==> src/hw/can_af_pkg.sv <==
// Purpose: shared constants and types for the acceptance filter and bit timer
// Assumes: one clock, AXI4-Lite register access, 32-bit data
// Notes: identifier layout is {sid[10:0], eid[17:0]} in 29 bits
package can_af_pkg;
  localparam logic [7:0] OFS_CTRL   = 8'h00;
  localparam logic [7:0] OFS_TIMING = 8'h04;
  localparam logic [7:0] OFS_STATUS = 8'h08;
  localparam logic [7:0] OFS_MASK0  = 8'h10;
  localparam logic [7:0] OFS_MASK1  = 8'h14;
  localparam logic [7:0] OFS_FILT0  = 8'h20;
  localparam logic [7:0] OFS_FILT5  = 8'h34;
  localparam logic [1:0] RESP_OKAY   = 2'h0;
  localparam logic [1:0] RESP_SLVERR = 2'h2;
  // timing field positions
  localparam int TM_PRE = 0;
  localparam int TM_PRP = 8;
  localparam int TM_PH1 = 12;
  localparam int TM_PH2 = 16;
  localparam int TM_SJW = 20;
  localparam int TM_SAM = 24;
  localparam logic [24:0] TIMING_RST = 25'h0000000;
  localparam logic [3:0]  PH2_MIN_TQ = 4'h2;
  localparam logic [3:0]  SYNC_TQ    = 4'h1;
  localparam logic        CFG_RST    = 1'b1;

  typedef enum logic [1:0] {
    SEG_SYNC = 2'b00,
    SEG_PROP = 2'b01,
    SEG_PH1  = 2'b11,
    SEG_PH2  = 2'b10
  } seg_t;

  typedef struct packed {
    logic        ext;
    logic [28:0] id;
    logic [15:0] data;
  } frame_t;

  typedef struct packed {
    logic        awvalid;
    logic [7:0]  awaddr;
    logic        wvalid;
    logic [31:0] wdata;
    logic [3:0]  wstrb;
    logic        bready;
    logic        arvalid;
    logic [7:0]  araddr;
    logic        rready;
  } axi_in_t;

  typedef struct packed {
    logic        awready;
    logic        wready;
    logic        bvalid;
    logic [1:0]  bresp;
    logic        arready;
    logic        rvalid;
    logic [31:0] rdata;
    logic [1:0]  rresp;
  } axi_out_t;
endpackage

==> src/hw/can_accept_timing.sv <==
// Purpose: acceptance filtering, buffer steering and bit timing of a CAN receiver
// Assumes: frames arrive already assembled on mclk_in; rx pin is asynchronous
// Notes: timing lengths are programmed as value minus one
//
// The implementer's own choices: the AXI4-Lite slave port and the register addresses.
`timescale 1ns/1ps
// Behaviour
// - a cleared mask bit makes that identifier bit match unconditionally
// - a set mask bit matches only when received bit equals filter bit, except bits 1:0 of a standard frame
// - filters 0,1 with mask 0 feed buffer zero; filters 2-5 with mask 1 feed one
// - buffer one load records the matching filter number as three-bit code
// - codes 000/001 in buffer one only come from a rollover with enable set
// - buffer zero control shows rollover twice plus its one-bit hit
// - several matches record the lowest-numbered matching filter
// - ascending evaluation; each frame lands in at most one buffer, zero first
// - mask and filter writes take effect only in configuration mode
// - mask and filter reads give zero outside configuration mode
// - one time quantum lasts two times prescaler plus one oscillator periods
// - each bit starts with a one-quantum alignment segment
// - propagation segment lasts one to eight quanta
// - phase one is one to eight quanta, lengthened by resync
// - phase two is two to eight quanta, shortened by resync
// - single sample at the phase one to phase two boundary
// - triple sample adds points one and half quantum earlier; majority vote
// - programmed phase two length never below two quanta
// - only recessive-to-dominant edges synchronise
// - hard sync restarts the bit counter at the alignment segment
// - edges outside the alignment segment adjust the phase segments
// - any adjustment is limited to the jump width of one to four quanta
// - standard frames filter the first two data bytes with extended bits
// - with rollover, a frame for full buffer zero goes to buffer one
module can_accept_timing import can_af_pkg::*; (
  // clock and reset
  input  wire logic     mclk_in,
  input  wire logic     reset_n_in,
  // register bus
  input  wire axi_in_t  axi_in,
  output axi_out_t      axi_out,
  // assembled frames
  input  wire logic     frame_valid_in,
  input  wire frame_t   frame_in,
  output logic          load_zero_out,
  output logic          load_one_out,
  // bus line
  input  wire logic     rx_in,
  input  wire logic     bus_idle_in,
  output logic          bit_value_out,
  output logic          bit_strobe_out,
  output logic [1:0]    segment_out
);
  typedef struct packed {
    logic             aw_v;
    logic [7:0]       aw_a;
    logic             w_v;
    logic [31:0]      w_d;
    logic [3:0]       w_s;
    logic             b_v;
    logic [1:0]       b_r;
    logic             r_v;
    logic [1:0]       r_r;
    logic [31:0]      r_d;
    logic             cfg;
    logic             roll_en;
    logic [24:0]      tim;
    logic [1:0][28:0] mask;
    logic [5:0][28:0] filt;
    logic             full0;
    logic             full1;
    logic             hit0;
    logic             rolled;
    logic [2:0]       code1;
    logic             ld0;
    logic             ld1;
    logic             rx1;
    logic             rx2;
    logic             rx3;
    logic [6:0]       pre;
    seg_t             seg;
    logic [3:0]       q;
    logic [3:0]       ext;
    logic [3:0]       shrt;
    logic             synced;
    logic             s1;
    logic             s2;
    logic             bit_v;
    logic             bit_s;
  } st_t;

  st_t st_r;
  st_t st_nxt;

  function automatic logic [31:0] merge(input logic [31:0] o, input logic [31:0] n,
                                        input logic [3:0] s);
    logic [31:0] r;
    r = o;
    for (int i = 0; i < 4; i++) begin
      if (s[i]) r[8*i +: 8] = n[8*i +: 8];
    end
    return r;
  endfunction

  function automatic logic hit(input logic [28:0] m, input logic [28:0] f,
                               input logic [28:0] id);
    return ((id ^ f) & m) == 29'h00000000;
  endfunction

  function automatic logic [3:0] min4(input logic [3:0] a, input logic [3:0] b);
    return (a < b) ? a : b;
  endfunction

  function automatic logic is_af(input logic [7:0] a);
    return (a >= OFS_MASK0 && a <= OFS_MASK1) || (a >= OFS_FILT0 && a <= OFS_FILT5);
  endfunction

  // decoded timing
  logic [5:0]  quantum_prescaler;
  logic [3:0]  prp_len;
  logic [3:0]  ph1_len;
  logic [3:0]  ph2_len;
  logic [3:0]  sjw_len;
  logic [3:0]  seg_len;
  logic [6:0]  pre_lim;
  logic        tq_tick;
  logic        half_tick;
  logic        fall;
  logic [28:0] key;
  logic [5:0]  match;
  logic [2:0]  low;
  logic [4:0]  err_q;
  logic [31:0] rd;
  logic        rd_ok;
  logic        wr_go;
  logic        bit_end;

  always_comb begin
    quantum_prescaler     = st_r.tim[TM_PRE +: 6];
    prp_len = {1'b0, st_r.tim[TM_PRP +: 3]} + 4'h1;
    ph1_len = {1'b0, st_r.tim[TM_PH1 +: 3]} + 4'h1;
    ph2_len = {1'b0, st_r.tim[TM_PH2 +: 3]} + 4'h1;
    if (ph2_len < PH2_MIN_TQ) ph2_len = PH2_MIN_TQ;
    sjw_len = {2'b00, st_r.tim[TM_SJW +: 2]} + 4'h1;
    pre_lim = {quantum_prescaler, 1'b1};
    tq_tick = st_r.pre == pre_lim;
    half_tick = st_r.pre == {1'b0, quantum_prescaler};
    fall = st_r.rx3 & ~st_r.rx2;
    case (st_r.seg)
      SEG_SYNC: seg_len = SYNC_TQ;
      SEG_PROP: seg_len = prp_len;
      SEG_PH1:  seg_len = ph1_len + st_r.ext;
      SEG_PH2:  seg_len = ph2_len - st_r.shrt;
      default:  seg_len = SYNC_TQ;
    endcase
    bit_end = tq_tick && st_r.seg == SEG_PH2 && st_r.q + 4'h1 >= seg_len;
    // standard frames reuse the extended bits on data bytes 0 and 1
    key = frame_in.ext ? frame_in.id : {frame_in.id[28:18], frame_in.data, 2'b00};
    for (int i = 0; i < 6; i++) begin
      match[i] = hit(((i < 2) ? st_r.mask[0] : st_r.mask[1])
                     & (frame_in.ext ? 29'h1FFFFFFF : 29'h1FFFFFFC), st_r.filt[i], key);
    end
    low = 3'h0;
    for (int i = 5; i >= 0; i--) begin
      if (match[i]) low = 3'(i);
    end
    // quanta elapsed since alignment end, used as phase error
    err_q = (st_r.seg == SEG_PROP) ? {1'b0, st_r.q} + 5'h1
                                   : {1'b0, prp_len} + {1'b0, st_r.q} + 5'h1;
    rd_ok = 1'b1;
    case (axi_in.araddr)
      OFS_CTRL:   rd = {30'h00000000, st_r.roll_en, st_r.cfg};
      OFS_TIMING: rd = {7'h00, st_r.tim};
      OFS_STATUS: rd = {19'h00000, st_r.bit_v, 2'h0, st_r.full1, st_r.full0, 1'b0,
                        st_r.code1, 1'b0, st_r.rolled, st_r.rolled, st_r.hit0};
      OFS_MASK0:  rd = {3'h0, st_r.mask[0]};
      OFS_MASK1:  rd = {3'h0, st_r.mask[1]};
      default: begin
        rd = 32'h00000000;
        rd_ok = 1'b0;
        for (int i = 0; i < 6; i++) begin
          if (axi_in.araddr == OFS_FILT0 + 8'(4 * i)) begin
            rd = {3'h0, st_r.filt[i]};
            rd_ok = 1'b1;
          end
        end
      end
    endcase
    if (is_af(axi_in.araddr) && !st_r.cfg) rd = 32'h00000000;
    wr_go = st_r.aw_v && st_r.w_v && !st_r.b_v;
  end

  always_comb begin
    st_nxt = st_r;
    st_nxt.ld0 = 1'b0;
    st_nxt.ld1 = 1'b0;
    st_nxt.bit_s = 1'b0;
    // write address and data are taken independently
    if (axi_in.awvalid && !st_r.aw_v) begin
      st_nxt.aw_v = 1'b1;
      st_nxt.aw_a = axi_in.awaddr;
    end
    if (axi_in.wvalid && !st_r.w_v) begin
      st_nxt.w_v = 1'b1;
      st_nxt.w_d = axi_in.wdata;
      st_nxt.w_s = axi_in.wstrb;
    end
    if (st_r.b_v && axi_in.bready) st_nxt.b_v = 1'b0;
    if (wr_go) begin
      st_nxt.aw_v = 1'b0;
      st_nxt.w_v = 1'b0;
      st_nxt.b_v = 1'b1;
      st_nxt.b_r = RESP_OKAY;
      case (st_r.aw_a)
        OFS_CTRL: begin
          st_nxt.cfg = st_r.w_s[0] ? st_r.w_d[0] : st_r.cfg;
          st_nxt.roll_en = st_r.w_s[0] ? st_r.w_d[1] : st_r.roll_en;
        end
        OFS_TIMING: st_nxt.tim = 25'(merge({7'h00, st_r.tim}, st_r.w_d, st_r.w_s));
        // write one to clear; a load in the same cycle wins below
        OFS_STATUS: begin
          if (st_r.w_s[1] && st_r.w_d[8]) st_nxt.full0 = 1'b0;
          if (st_r.w_s[1] && st_r.w_d[9]) st_nxt.full1 = 1'b0;
        end
        default: begin
          if (!is_af(st_r.aw_a)) st_nxt.b_r = RESP_SLVERR;
          for (int i = 0; i < 2; i++) begin
            if (st_r.cfg && st_r.aw_a == OFS_MASK0 + 8'(4 * i)) begin
              st_nxt.mask[i] = 29'(merge({3'h0, st_r.mask[i]}, st_r.w_d, st_r.w_s));
            end
          end
          for (int i = 0; i < 6; i++) begin
            if (st_r.cfg && st_r.aw_a == OFS_FILT0 + 8'(4 * i)) begin
              st_nxt.filt[i] = 29'(merge({3'h0, st_r.filt[i]}, st_r.w_d, st_r.w_s));
            end
          end
        end
      endcase
    end
    if (st_r.r_v && axi_in.rready) st_nxt.r_v = 1'b0;
    if (axi_in.arvalid && !st_r.r_v) begin
      st_nxt.r_v = 1'b1;
      st_nxt.r_d = rd;
      st_nxt.r_r = rd_ok ? RESP_OKAY : RESP_SLVERR;
    end
    // steering: buffer zero first, then rollover, then buffer one
    if (frame_valid_in && (match[0] || match[1]) && !st_r.full0) begin
      st_nxt.full0 = 1'b1;
      st_nxt.ld0 = 1'b1;
      st_nxt.hit0 = low[0];
      st_nxt.rolled = 1'b0;
    end else if (frame_valid_in && (match[0] || match[1]) && st_r.roll_en
                 && !st_r.full1) begin
      st_nxt.full1 = 1'b1;
      st_nxt.ld1 = 1'b1;
      st_nxt.code1 = low;
      st_nxt.hit0 = low[0];
      st_nxt.rolled = 1'b1;
    end else if (frame_valid_in && |match[5:2] && !st_r.full1) begin
      st_nxt.full1 = 1'b1;
      st_nxt.ld1 = 1'b1;
      st_nxt.code1 = (match[0] || match[1]) ? 3'h0 : low;
      if (match[0] || match[1]) begin
        for (int i = 5; i >= 2; i--) begin
          if (match[i]) st_nxt.code1 = 3'(i);
        end
      end
    end
    // bit timing; rx passes two flops before use
    st_nxt.rx1 = rx_in;
    st_nxt.rx2 = st_r.rx1;
    st_nxt.rx3 = st_r.rx2;
    st_nxt.pre = tq_tick ? 7'h00 : st_r.pre + 7'h01;
    if (tq_tick) begin
      if (st_r.seg != SEG_PH1 || st_r.q + 4'h1 < seg_len) st_nxt.s1 = st_r.rx2;
      if (st_r.q + 4'h1 >= seg_len) begin
        st_nxt.q = 4'h0;
        case (st_r.seg)
          SEG_SYNC: st_nxt.seg = SEG_PROP;
          SEG_PROP: st_nxt.seg = SEG_PH1;
          SEG_PH1: begin
            st_nxt.seg = SEG_PH2;
            st_nxt.bit_s = 1'b1;
            // majority of three samples or the boundary sample alone
            st_nxt.bit_v = st_r.tim[TM_SAM] ? ((st_r.s1 & st_r.s2) | (st_r.s1 & st_r.rx2)
                                            | (st_r.s2 & st_r.rx2)) : st_r.rx2;
          end
          default: begin
            st_nxt.seg = SEG_SYNC;
            st_nxt.ext = 4'h0;
            st_nxt.shrt = 4'h0;
            st_nxt.synced = 1'b0;
          end
        endcase
      end else begin
        st_nxt.q = st_r.q + 4'h1;
      end
    end
    if (half_tick && st_r.seg == SEG_PH1 && st_r.q + 4'h1 == seg_len) begin
      st_nxt.s2 = st_r.rx2;
    end
    if (fall && bus_idle_in) begin
      st_nxt.seg = SEG_SYNC;
      st_nxt.q = 4'h0;
      st_nxt.pre = 7'h00;
      st_nxt.ext = 4'h0;
      st_nxt.shrt = 4'h0;
      st_nxt.synced = 1'b1;
      // an edge seen as phase two closes already belongs to the next alignment slot;
      // shortening here would leak into the following bit
    end else if (fall && !st_r.synced && st_r.seg != SEG_SYNC && !bit_end) begin
      st_nxt.synced = 1'b1;
      if (st_r.seg == SEG_PH2) begin
        st_nxt.shrt = min4(ph2_len - st_r.q, sjw_len);
      end else begin
        // saturate so an error of sixteen quanta does not wrap to zero
        st_nxt.ext = min4((err_q > 5'h0F) ? 4'hF : err_q[3:0], sjw_len);
      end
    end
  end

  always_ff @(posedge mclk_in or negedge reset_n_in) begin
    if (!reset_n_in) begin
      st_r <= '0;
      st_r.cfg <= CFG_RST;
      st_r.tim <= TIMING_RST;
      st_r.rx1 <= 1'b1;
      st_r.rx2 <= 1'b1;
      st_r.rx3 <= 1'b1;
      st_r.seg <= SEG_SYNC;
    end else begin
      st_r <= st_nxt;
    end
  end

  always_comb begin
    axi_out.awready = !st_r.aw_v;
    axi_out.wready  = !st_r.w_v;
    axi_out.bvalid  = st_r.b_v;
    axi_out.bresp   = st_r.b_r;
    axi_out.arready = !st_r.r_v;
    axi_out.rvalid  = st_r.r_v;
    axi_out.rdata   = st_r.r_d;
    axi_out.rresp   = st_r.r_r;
  end
  assign load_zero_out  = st_r.ld0;
  assign load_one_out   = st_r.ld1;
  assign bit_value_out  = st_r.bit_v;
  assign bit_strobe_out = st_r.bit_s;
  assign segment_out    = st_r.seg;

  AST_AF_READ_ZERO: assert property (@(posedge mclk_in) disable iff (!reset_n_in)
    axi_in.arvalid && !st_r.r_v && !st_r.cfg && is_af(axi_in.araddr)
    |=> axi_out.rdata == 32'h00000000)
    else $error("mask or filter read not zero outside configuration");
  AST_AF_WRITE_LOCK: assert property (@(posedge mclk_in) disable iff (!reset_n_in)
    wr_go && !st_r.cfg |=> $stable(st_r.mask) && $stable(st_r.filt))
    else $error("mask or filter changed outside configuration");
  AST_ONE_BUFFER: assert property (@(posedge mclk_in) disable iff (!reset_n_in)
    !(st_r.ld0 && st_r.ld1))
    else $error("frame loaded into both buffers");
  AST_LOW_CODE_ROLL: assert property (@(posedge mclk_in) disable iff (!reset_n_in)
    st_r.ld1 && st_r.code1 < 3'h2 |-> st_r.rolled && $past(st_r.roll_en))
    else $error("low filter code in buffer one without rollover");
  AST_TQ_PERIOD: assert property (@(posedge mclk_in) disable iff (!reset_n_in)
    tq_tick && $stable(st_r.tim) |=> st_r.pre == 7'h00 && !tq_tick)
    else $error("prescaler did not restart after a quantum");
  AST_SYNC_ONE: assert property (@(posedge mclk_in) disable iff (!reset_n_in)
    tq_tick && st_r.seg == SEG_SYNC && !fall |=> st_r.seg == SEG_PROP)
    else $error("alignment segment longer than one quantum");
  AST_JUMP_LIMIT: assert property (@(posedge mclk_in) disable iff (!reset_n_in)
    st_r.ext <= sjw_len && st_r.shrt <= sjw_len)
    else $error("phase adjustment exceeds jump width");
  AST_PH2_MIN: assert property (@(posedge mclk_in) disable iff (!reset_n_in)
    ph2_len >= PH2_MIN_TQ)
    else $error("phase two below two quanta");
  AST_HARD_SYNC: assert property (@(posedge mclk_in) disable iff (!reset_n_in)
    fall && bus_idle_in |=> st_r.seg == SEG_SYNC && st_r.q == 4'h0 ##1 st_r.pre == 7'h01)
    else $error("hard sync did not restart the bit");
  AST_RISE_IGNORED: assert property (@(posedge mclk_in) disable iff (!reset_n_in)
    !st_r.rx3 && st_r.rx2 && !tq_tick |=> $stable(st_r.seg) && $stable(st_r.q))
    else $error("rising edge moved the bit counter");
endmodule // can_accept_timing

==> config.mk <==
export PLATFORM = sky130hd
export DESIGN_NAME = can_accept_timing
export DESIGN_NICKNAME = d
export VERILOG_FILES = /design/src/hw/can_af_pkg.sv /design/src/hw/can_accept_timing.sv
export SDC_FILE = /design/constraint.sdc
export NUM_CORES = 1
export LEC_CHECK = 0
export BUFFER_PORTS_ARGS = -buffer_cell sky130_fd_sc_hd__buf_2
export CORE_MARGIN = 2
export CORE_UTILIZATION = 40
export CTS_CLUSTER_DIAMETER = 60
export DETAILED_ROUTE_END_ITERATION = 8
export GPL_ROUTABILITY_DRIVEN = 0
export GPL_TIMING_DRIVEN = 0
export SLEW_MARGIN = 10
export SYNTH_ARGS = -nofsm -noshare
export SYNTH_HDL_FRONTEND = slang
export SYNTH_SLANG_ARGS = --single-unit
==> constraint.sdc <==
create_clock -name mclk_in -period 9.3 [get_ports mclk_in]
set_clock_uncertainty 0.05 [all_clocks]
set_input_delay 1.395 -clock mclk_in [delete_from_list [all_inputs] [get_ports mclk_in]]
set_output_delay 1.395 -clock mclk_in [all_outputs]
set_load 0.005 [all_outputs]
# After elaboration in Yosys (flattened, before gate mapping)
# Cells that the tools add are included.
[op_classes]
n_addsub = 12
n_lt_le_gt_ge = 14
n_eq_ne = 28
muxes = 79
bitwise = 23
n_reduce_logical = 119
[ops]
columns = ["cell", "n"]
rows = [
  ["$and A29 B29 Y29", 8],
  ["$logic_not A29 Y1", 6],
  ["$xor A29 B29 Y29", 6],
  ["$mux W32", 5],
  ["$pmux W32 S5", 1],
  ["$reduce_and A4 Y1", 32],
  ["$eq A8 B6 Y1 const B", 12],
  ["$mux W29", 2],
  ["$mux W3", 15],
  ["$mux W9", 5],
  ["$mux W37", 1],
  ["$logic_and A1 B1 Y1", 36],
  ["$mux W35", 1],
  ["$eq A8 B5 Y1 const B", 4],
  ["$mux W4", 7],
  ["$mux W1", 26],
  ["$reduce_and A3 Y1", 8],
  ["$reduce_bool A2 Y1", 12],
  ["$mux W18", 1],
  ["$mux W2", 9],
  ["$eq A8 B3 Y1 const B", 2],
  ["$eq A8 B4 Y1 const B", 2],
  ["$ge A8 B5 Y1 const B", 2],
  ["$ge A8 B6 Y1 const B", 2],
  ["41 further kinds", 70],
]
[word_totals]
register_bits = 381
output_inout_bits = 47
wordCells = 343

# Depth between registers and ports, before layout
[depth]
ltp_word = 18
mapped_depth = 17
mapped_depth_nobuf = 17

# Worst setup path after synthesis
# Ideal clock, no wire load.
[synth_path]
path_kind = "reg2reg"
start = "reg st_r[286] (netlist name)"
end = "reg st_r, in the netlist bit_value_out"
setup_ns = 0.125
t_arrival_ns = 3.545
required_ns = 9.125
path_slack_ns = 5.580
stages_incl_launch_ff = 15
path_buffers = 0
cell_sequence = "dfrtp_1 > ha_1 > xnor2_1 > a21o_1 > ha_1 > fa_1 > nor2_1 > a21oi_1 > ha_1 > nor2b_1 > o21a_1 > o21ai_0 > a31oi_1 > and3_1 > mux2_2"
[synth_via]
elab_chain_len = 7
[synth_rtl]
columns = ["element", "line_no", "rtl"]
rows = [
  ["start, declared", "can_accept_timing.sv:89", "st_t st_r;"],
  ["start signal, assigned", "can_accept_timing.sv:329", "st_r <= st_nxt;"],
  ["$add A3 B1 Y4 *", "can_accept_timing.sv:139", "ph2_len = {1'b0, st_r.tim[TM_PH2 +: 3]} + 4'h1;"],
  ["$lt A4 B2 Y1", "can_accept_timing.sv:140", "if (ph2_len < PH2_MIN_TQ) ph2_len = PH2_MIN_TQ;"],
  ["$mux W4 *", "can_accept_timing.sv:140", ""],
  ["$sub A4 B4 Y4 *", "can_accept_timing.sv:150", "SEG_PH2: seg_len = ph2_len - st_r.shrt;"],
  ["$pmux W4 S4 *", "can_accept_timing.sv:146", "case (st_r.seg)"],
  ["$ge A4 B4 Y1 *", "can_accept_timing.sv:273", "if (st_r.q + 4'h1 >= seg_len) begin"],
  ["$reduce_and A3 Y1 (no source line) *", "-", ""],
]
# Mark *: on every way between the ends. The rest lies on a longest branch, timed or not.
# A chain may end at the register's enable or synchronous reset.

# Worst setup path in the final report
# Ends and elaborated chain as after synthesis.

==> results.txt <==
* Status: finished clean
- For this run, the share of the core covered by cells in the final layout is a little under half.
- The detailed router finished its first iteration with approximately 1400 violations.
* Cell mode on critical path: ha_1
- Cells on Worst Hold Path: 0
* Number of cells produced by synthesis: about 1700
* Clock tree root driver cell: clkbuf_16
- Via count of the first global-routing pass: approximately 15000
* Share of cells above drive strength 1: about 34%
- Routed WL per cell: roughly 26 um
- In the synthesized netlist the dominant register cell turns out to be dfrtp_1.
- After clock tree synthesis, the setup repair step added 0 buffers.
* Starting Density: 40.62%
- Count of final setup violators: 0
- Worst-path cell with the longest stage delay: a31oi_1
- For this block, the via count after detailed routing is 15059.
- The number of antenna violations at the first check in global routing is 5.
- Average footprint of a synthesized cell: approximately 12 um2
- Max cap viols: 0
- Net switching power of the design: 1.513 mW
* Clock net sink count: approximately 370
- Sum of internal, switching and leakage power: ~4.7 mW
* Post-cts sizing count: 0
* CP Cell Sequence: ha_1 > nand2_1 > a21oi_1 > or3_1 > ha_1 > a21oi_1 > maj3_1 > xnor2_1 > a22oi_1 > ha_1 > nand4_1 > a31oi_1 > and3_1 > mux2_2
- Wire length of the first global-routing pass: a little under 100 mm
* Highest fanout seen on the critical path: 9
- The share of the Yosys chip area taken by registers is a little under half.
* Site row count: 82
- The final count of hold timing violations was 0.
- Cell depth of the worst flop-to-flop path: 14
* Bufs and invs on worst path: 0
- After synthesis, the cell types taking the most area are dfrtp_1 (45%), mux2_2 (19%), xnor2_1 (4.8%), xor2_1 (4.1%), a22oi_1 (3.3%).
- For the pin with the worst max-slew slack, the measured transition is 1374 ps.
- DIE HEIGHT: ~230 um
- The synthesized design devotes to its leading area cell type 45.13% of total area.
* Via density: 5.790
- Fin crit period: about 4400 ps
- Io pins: roughly 160
- The critical path runs through a total of 14 cells.
* CTS tree: built
- The min-delay analysis places its worst path in the category flip-flop to flip-flop.
- The Yosys step of the flow raised 0 warnings.
* Worst endpoint data arrival time: between 4000 and 5000 ps
- Detailed placer's ending HPWL: ~49 mm
* Slack of the worst reg-to-reg path: approximately 4900 ps
- Clock H-tree levels: 2
- Input and output buffers added on the ports amount to 130.
* Switching Fraction: 32.08%
* Yosys top cell by area: dfrtp_1
- Leak Pwr: ~11 nW
- The mapped netlist covers 20460 um2.
* EDFF count, synth: 0
* ANT nets after route: 0
* Hold-fix buffers at CTS: 0
- After clock tree synthesis, the clock-pin slew on the worst setup and hold paths is 60 ps.
- The library cells used most frequently in the layout, excluding fill and tap cells, are dfrtp_1 (369), mux2_2 (337), buf_2 (132).
- The area growth from synthesis to layout is 14.93%.
* Number of optimization iterations in the first detailed-route pass: 5
- Final-layout fill cell count: approximately 4600
- GRT overflow: 0
- For this run, asynchronously set or reset flops after synthesis account for 100.0%.
* Flops & latches, synth: about 370
- Worst slew slack as a fraction of its limit: roughly 8%
- The number of antenna diodes in the final layout is 0.
- The share of total power dissipated in the clock network is a little over a third.
- DIE AREA: about 53000 um2
- Cell Int Power: about 3.2 mW
- The final layout contains routed wiring with a total length of roughly 67 mm.
* Sequential group share of total power: between 40% and 50%
- Unrepaired setup endpoints after global routing: false
- The largest single stage delay on the critical path is approximately 710 ps.
- In this run, CTS created clock tree buffers numbering 44.
- The library cell used most frequently in the layout, excluding fill and tap cells, is dfrtp_1.
* Residual DRC count: 0
* Power density cells: 200.6 nW/um2
- The number of slew-limit violations in the final report was 0.
* Placeable core area: about 50000 um2
* Critical path class: flip-flop to flip-flop
* Data required, critical path: approximately 9700 ps
- The worst-case IR drop observed on VDD is approximately 0.00016 V.
* X dimension of the die: about 230 um
* Comb pwr share: 22.5%
* Worst-skew pair later-pin latency: 600 ps
- Hold timing on the final database bottoms out at a slack of ~310 ps.
- GRT Resource Usage Total: roughly a quarter
- Kind of capture point of the worst setup path: flip-flop
* Maximum number of pins on one net before global-route repair: 107
* Launching element type of the critical path: flip-flop
- Final critical-path share of the clock period: 47.27%
- Grouping stages by cell kind, the critical path spends the most delay in adder cells.
- For this run, the top clock speed supported by timing is about 230 MHz.
- Final #Nets: just over 2000
- Synth unique cells: 68
- Setup TNS: 0 ps
- The clock passes through at most 3 buffers.
## synth_stat cells (all sizes together), types with 13 or more instances
master and number:
buf 69, mux4 29, dfrtp 369, inv 32, xnor2 111, nand2 83
nor2 84, nand3 22, mux2 337, a21oi 22, a22oi 89, a221oi 25
xor2 95, and3 13, o21ai 54, a22o 14, mux2i 39, nor2b 13
clkbuf 61, nand4 18, ha 24
## sequential cells by signal, summed over array words and instances, names as in the netlist
| register | cells |
|---|---|
| load_zero_out | 1 |
| bit_strobe_out | 1 |
| axi_out | 33 |
| st_nxt | 2 |
| st_r | 326 |
| load_one_out | 1 |
| segment_out | 2 |
| pre_lim | 6 |
| bit_value_out | 1 |
## per-stage QoR
stage	instance area (um2)	cells	setup slack [ps]
2_1_floorplan	20480	1716	5580
3_3_place_gp	21970	2518	-681.2
3_5_place_dp	22070	2522	4371
4_1_cts	23510	2601	4898
5_1_grt	23520	2601	4602
6_report	23520	2601	4904
## routing by layer
metal  global-route usage (%)  part of all wire, %  up-vias
met5                        0                0.094        -
met4                    9.052                  3.7       10
met3                    6.027                  8.5      140
met2                    39.29                   45      665
met1                    34.13                   42     7705
li1                         -                    -     6539
## area by class of cell
cell class	count	area (um2)	share of cell area, %
Tap cell	672	840.8	3.575
Buffer	130	665.6	2.831
Clock inverter	15	165.2	0.7023
Clock buffer	64	1266	5.384
Sequential cell	373	9339	39.71
Timing Repair Buffer	134	750.7	3.192
Multi-Input combinational cell	1181	10370	44.09
Inverter	32	120.1	0.5108
## power by group through the flow
stage / registers, mW / clock network, mW / logic, mW
after floorplan: 1.89 / 0 / 0.718
after global placement: 1.95 / 0 / 1.02
after detailed placement: 1.95 / 0 / 1.06
after CTS: 1.93 / 1.75 / 1.06
after global routing: 1.95 / 1.81 / 1.17
final: 1.93 / 1.73 / 1.06
## final timing paths
kind	start	endpoint
min in group asynchronous	reset_n_in	load_one_out
max	st_r[286]	bit_value_out
max reg2reg	st_r[286]	bit_value_out
min	st_nxt[27]	st_nxt[26]
max in group asynchronous	reset_n_in	st_r[180]
min reg2reg	st_nxt[27]	st_nxt[26]
## worst register-to-register path, cell delays in order, from the launching register on
cell     delay (ps)
dfrtp_1         490
ha_1            300
nand2_1          80
a21oi_1          40
or3_1           420
ha_1            310
a21oi_1          70
maj3_1          370
xnor2_1         200
a22oi_1         120
ha_1            320
nand4_1         190
a31oi_1         710
and3_1          300
mux2_2          340
## cells by family after synthesis
logic type	synth area share, %
mux	24.24
flops	45.64
simple gates	6.506
compound gates	8.983
xor+xnor	8.818
buf+inv	3.834
fa+ha+maj	1.957
other cells	0.01833
Note: power is estimated with default switching activity, not from simulation.
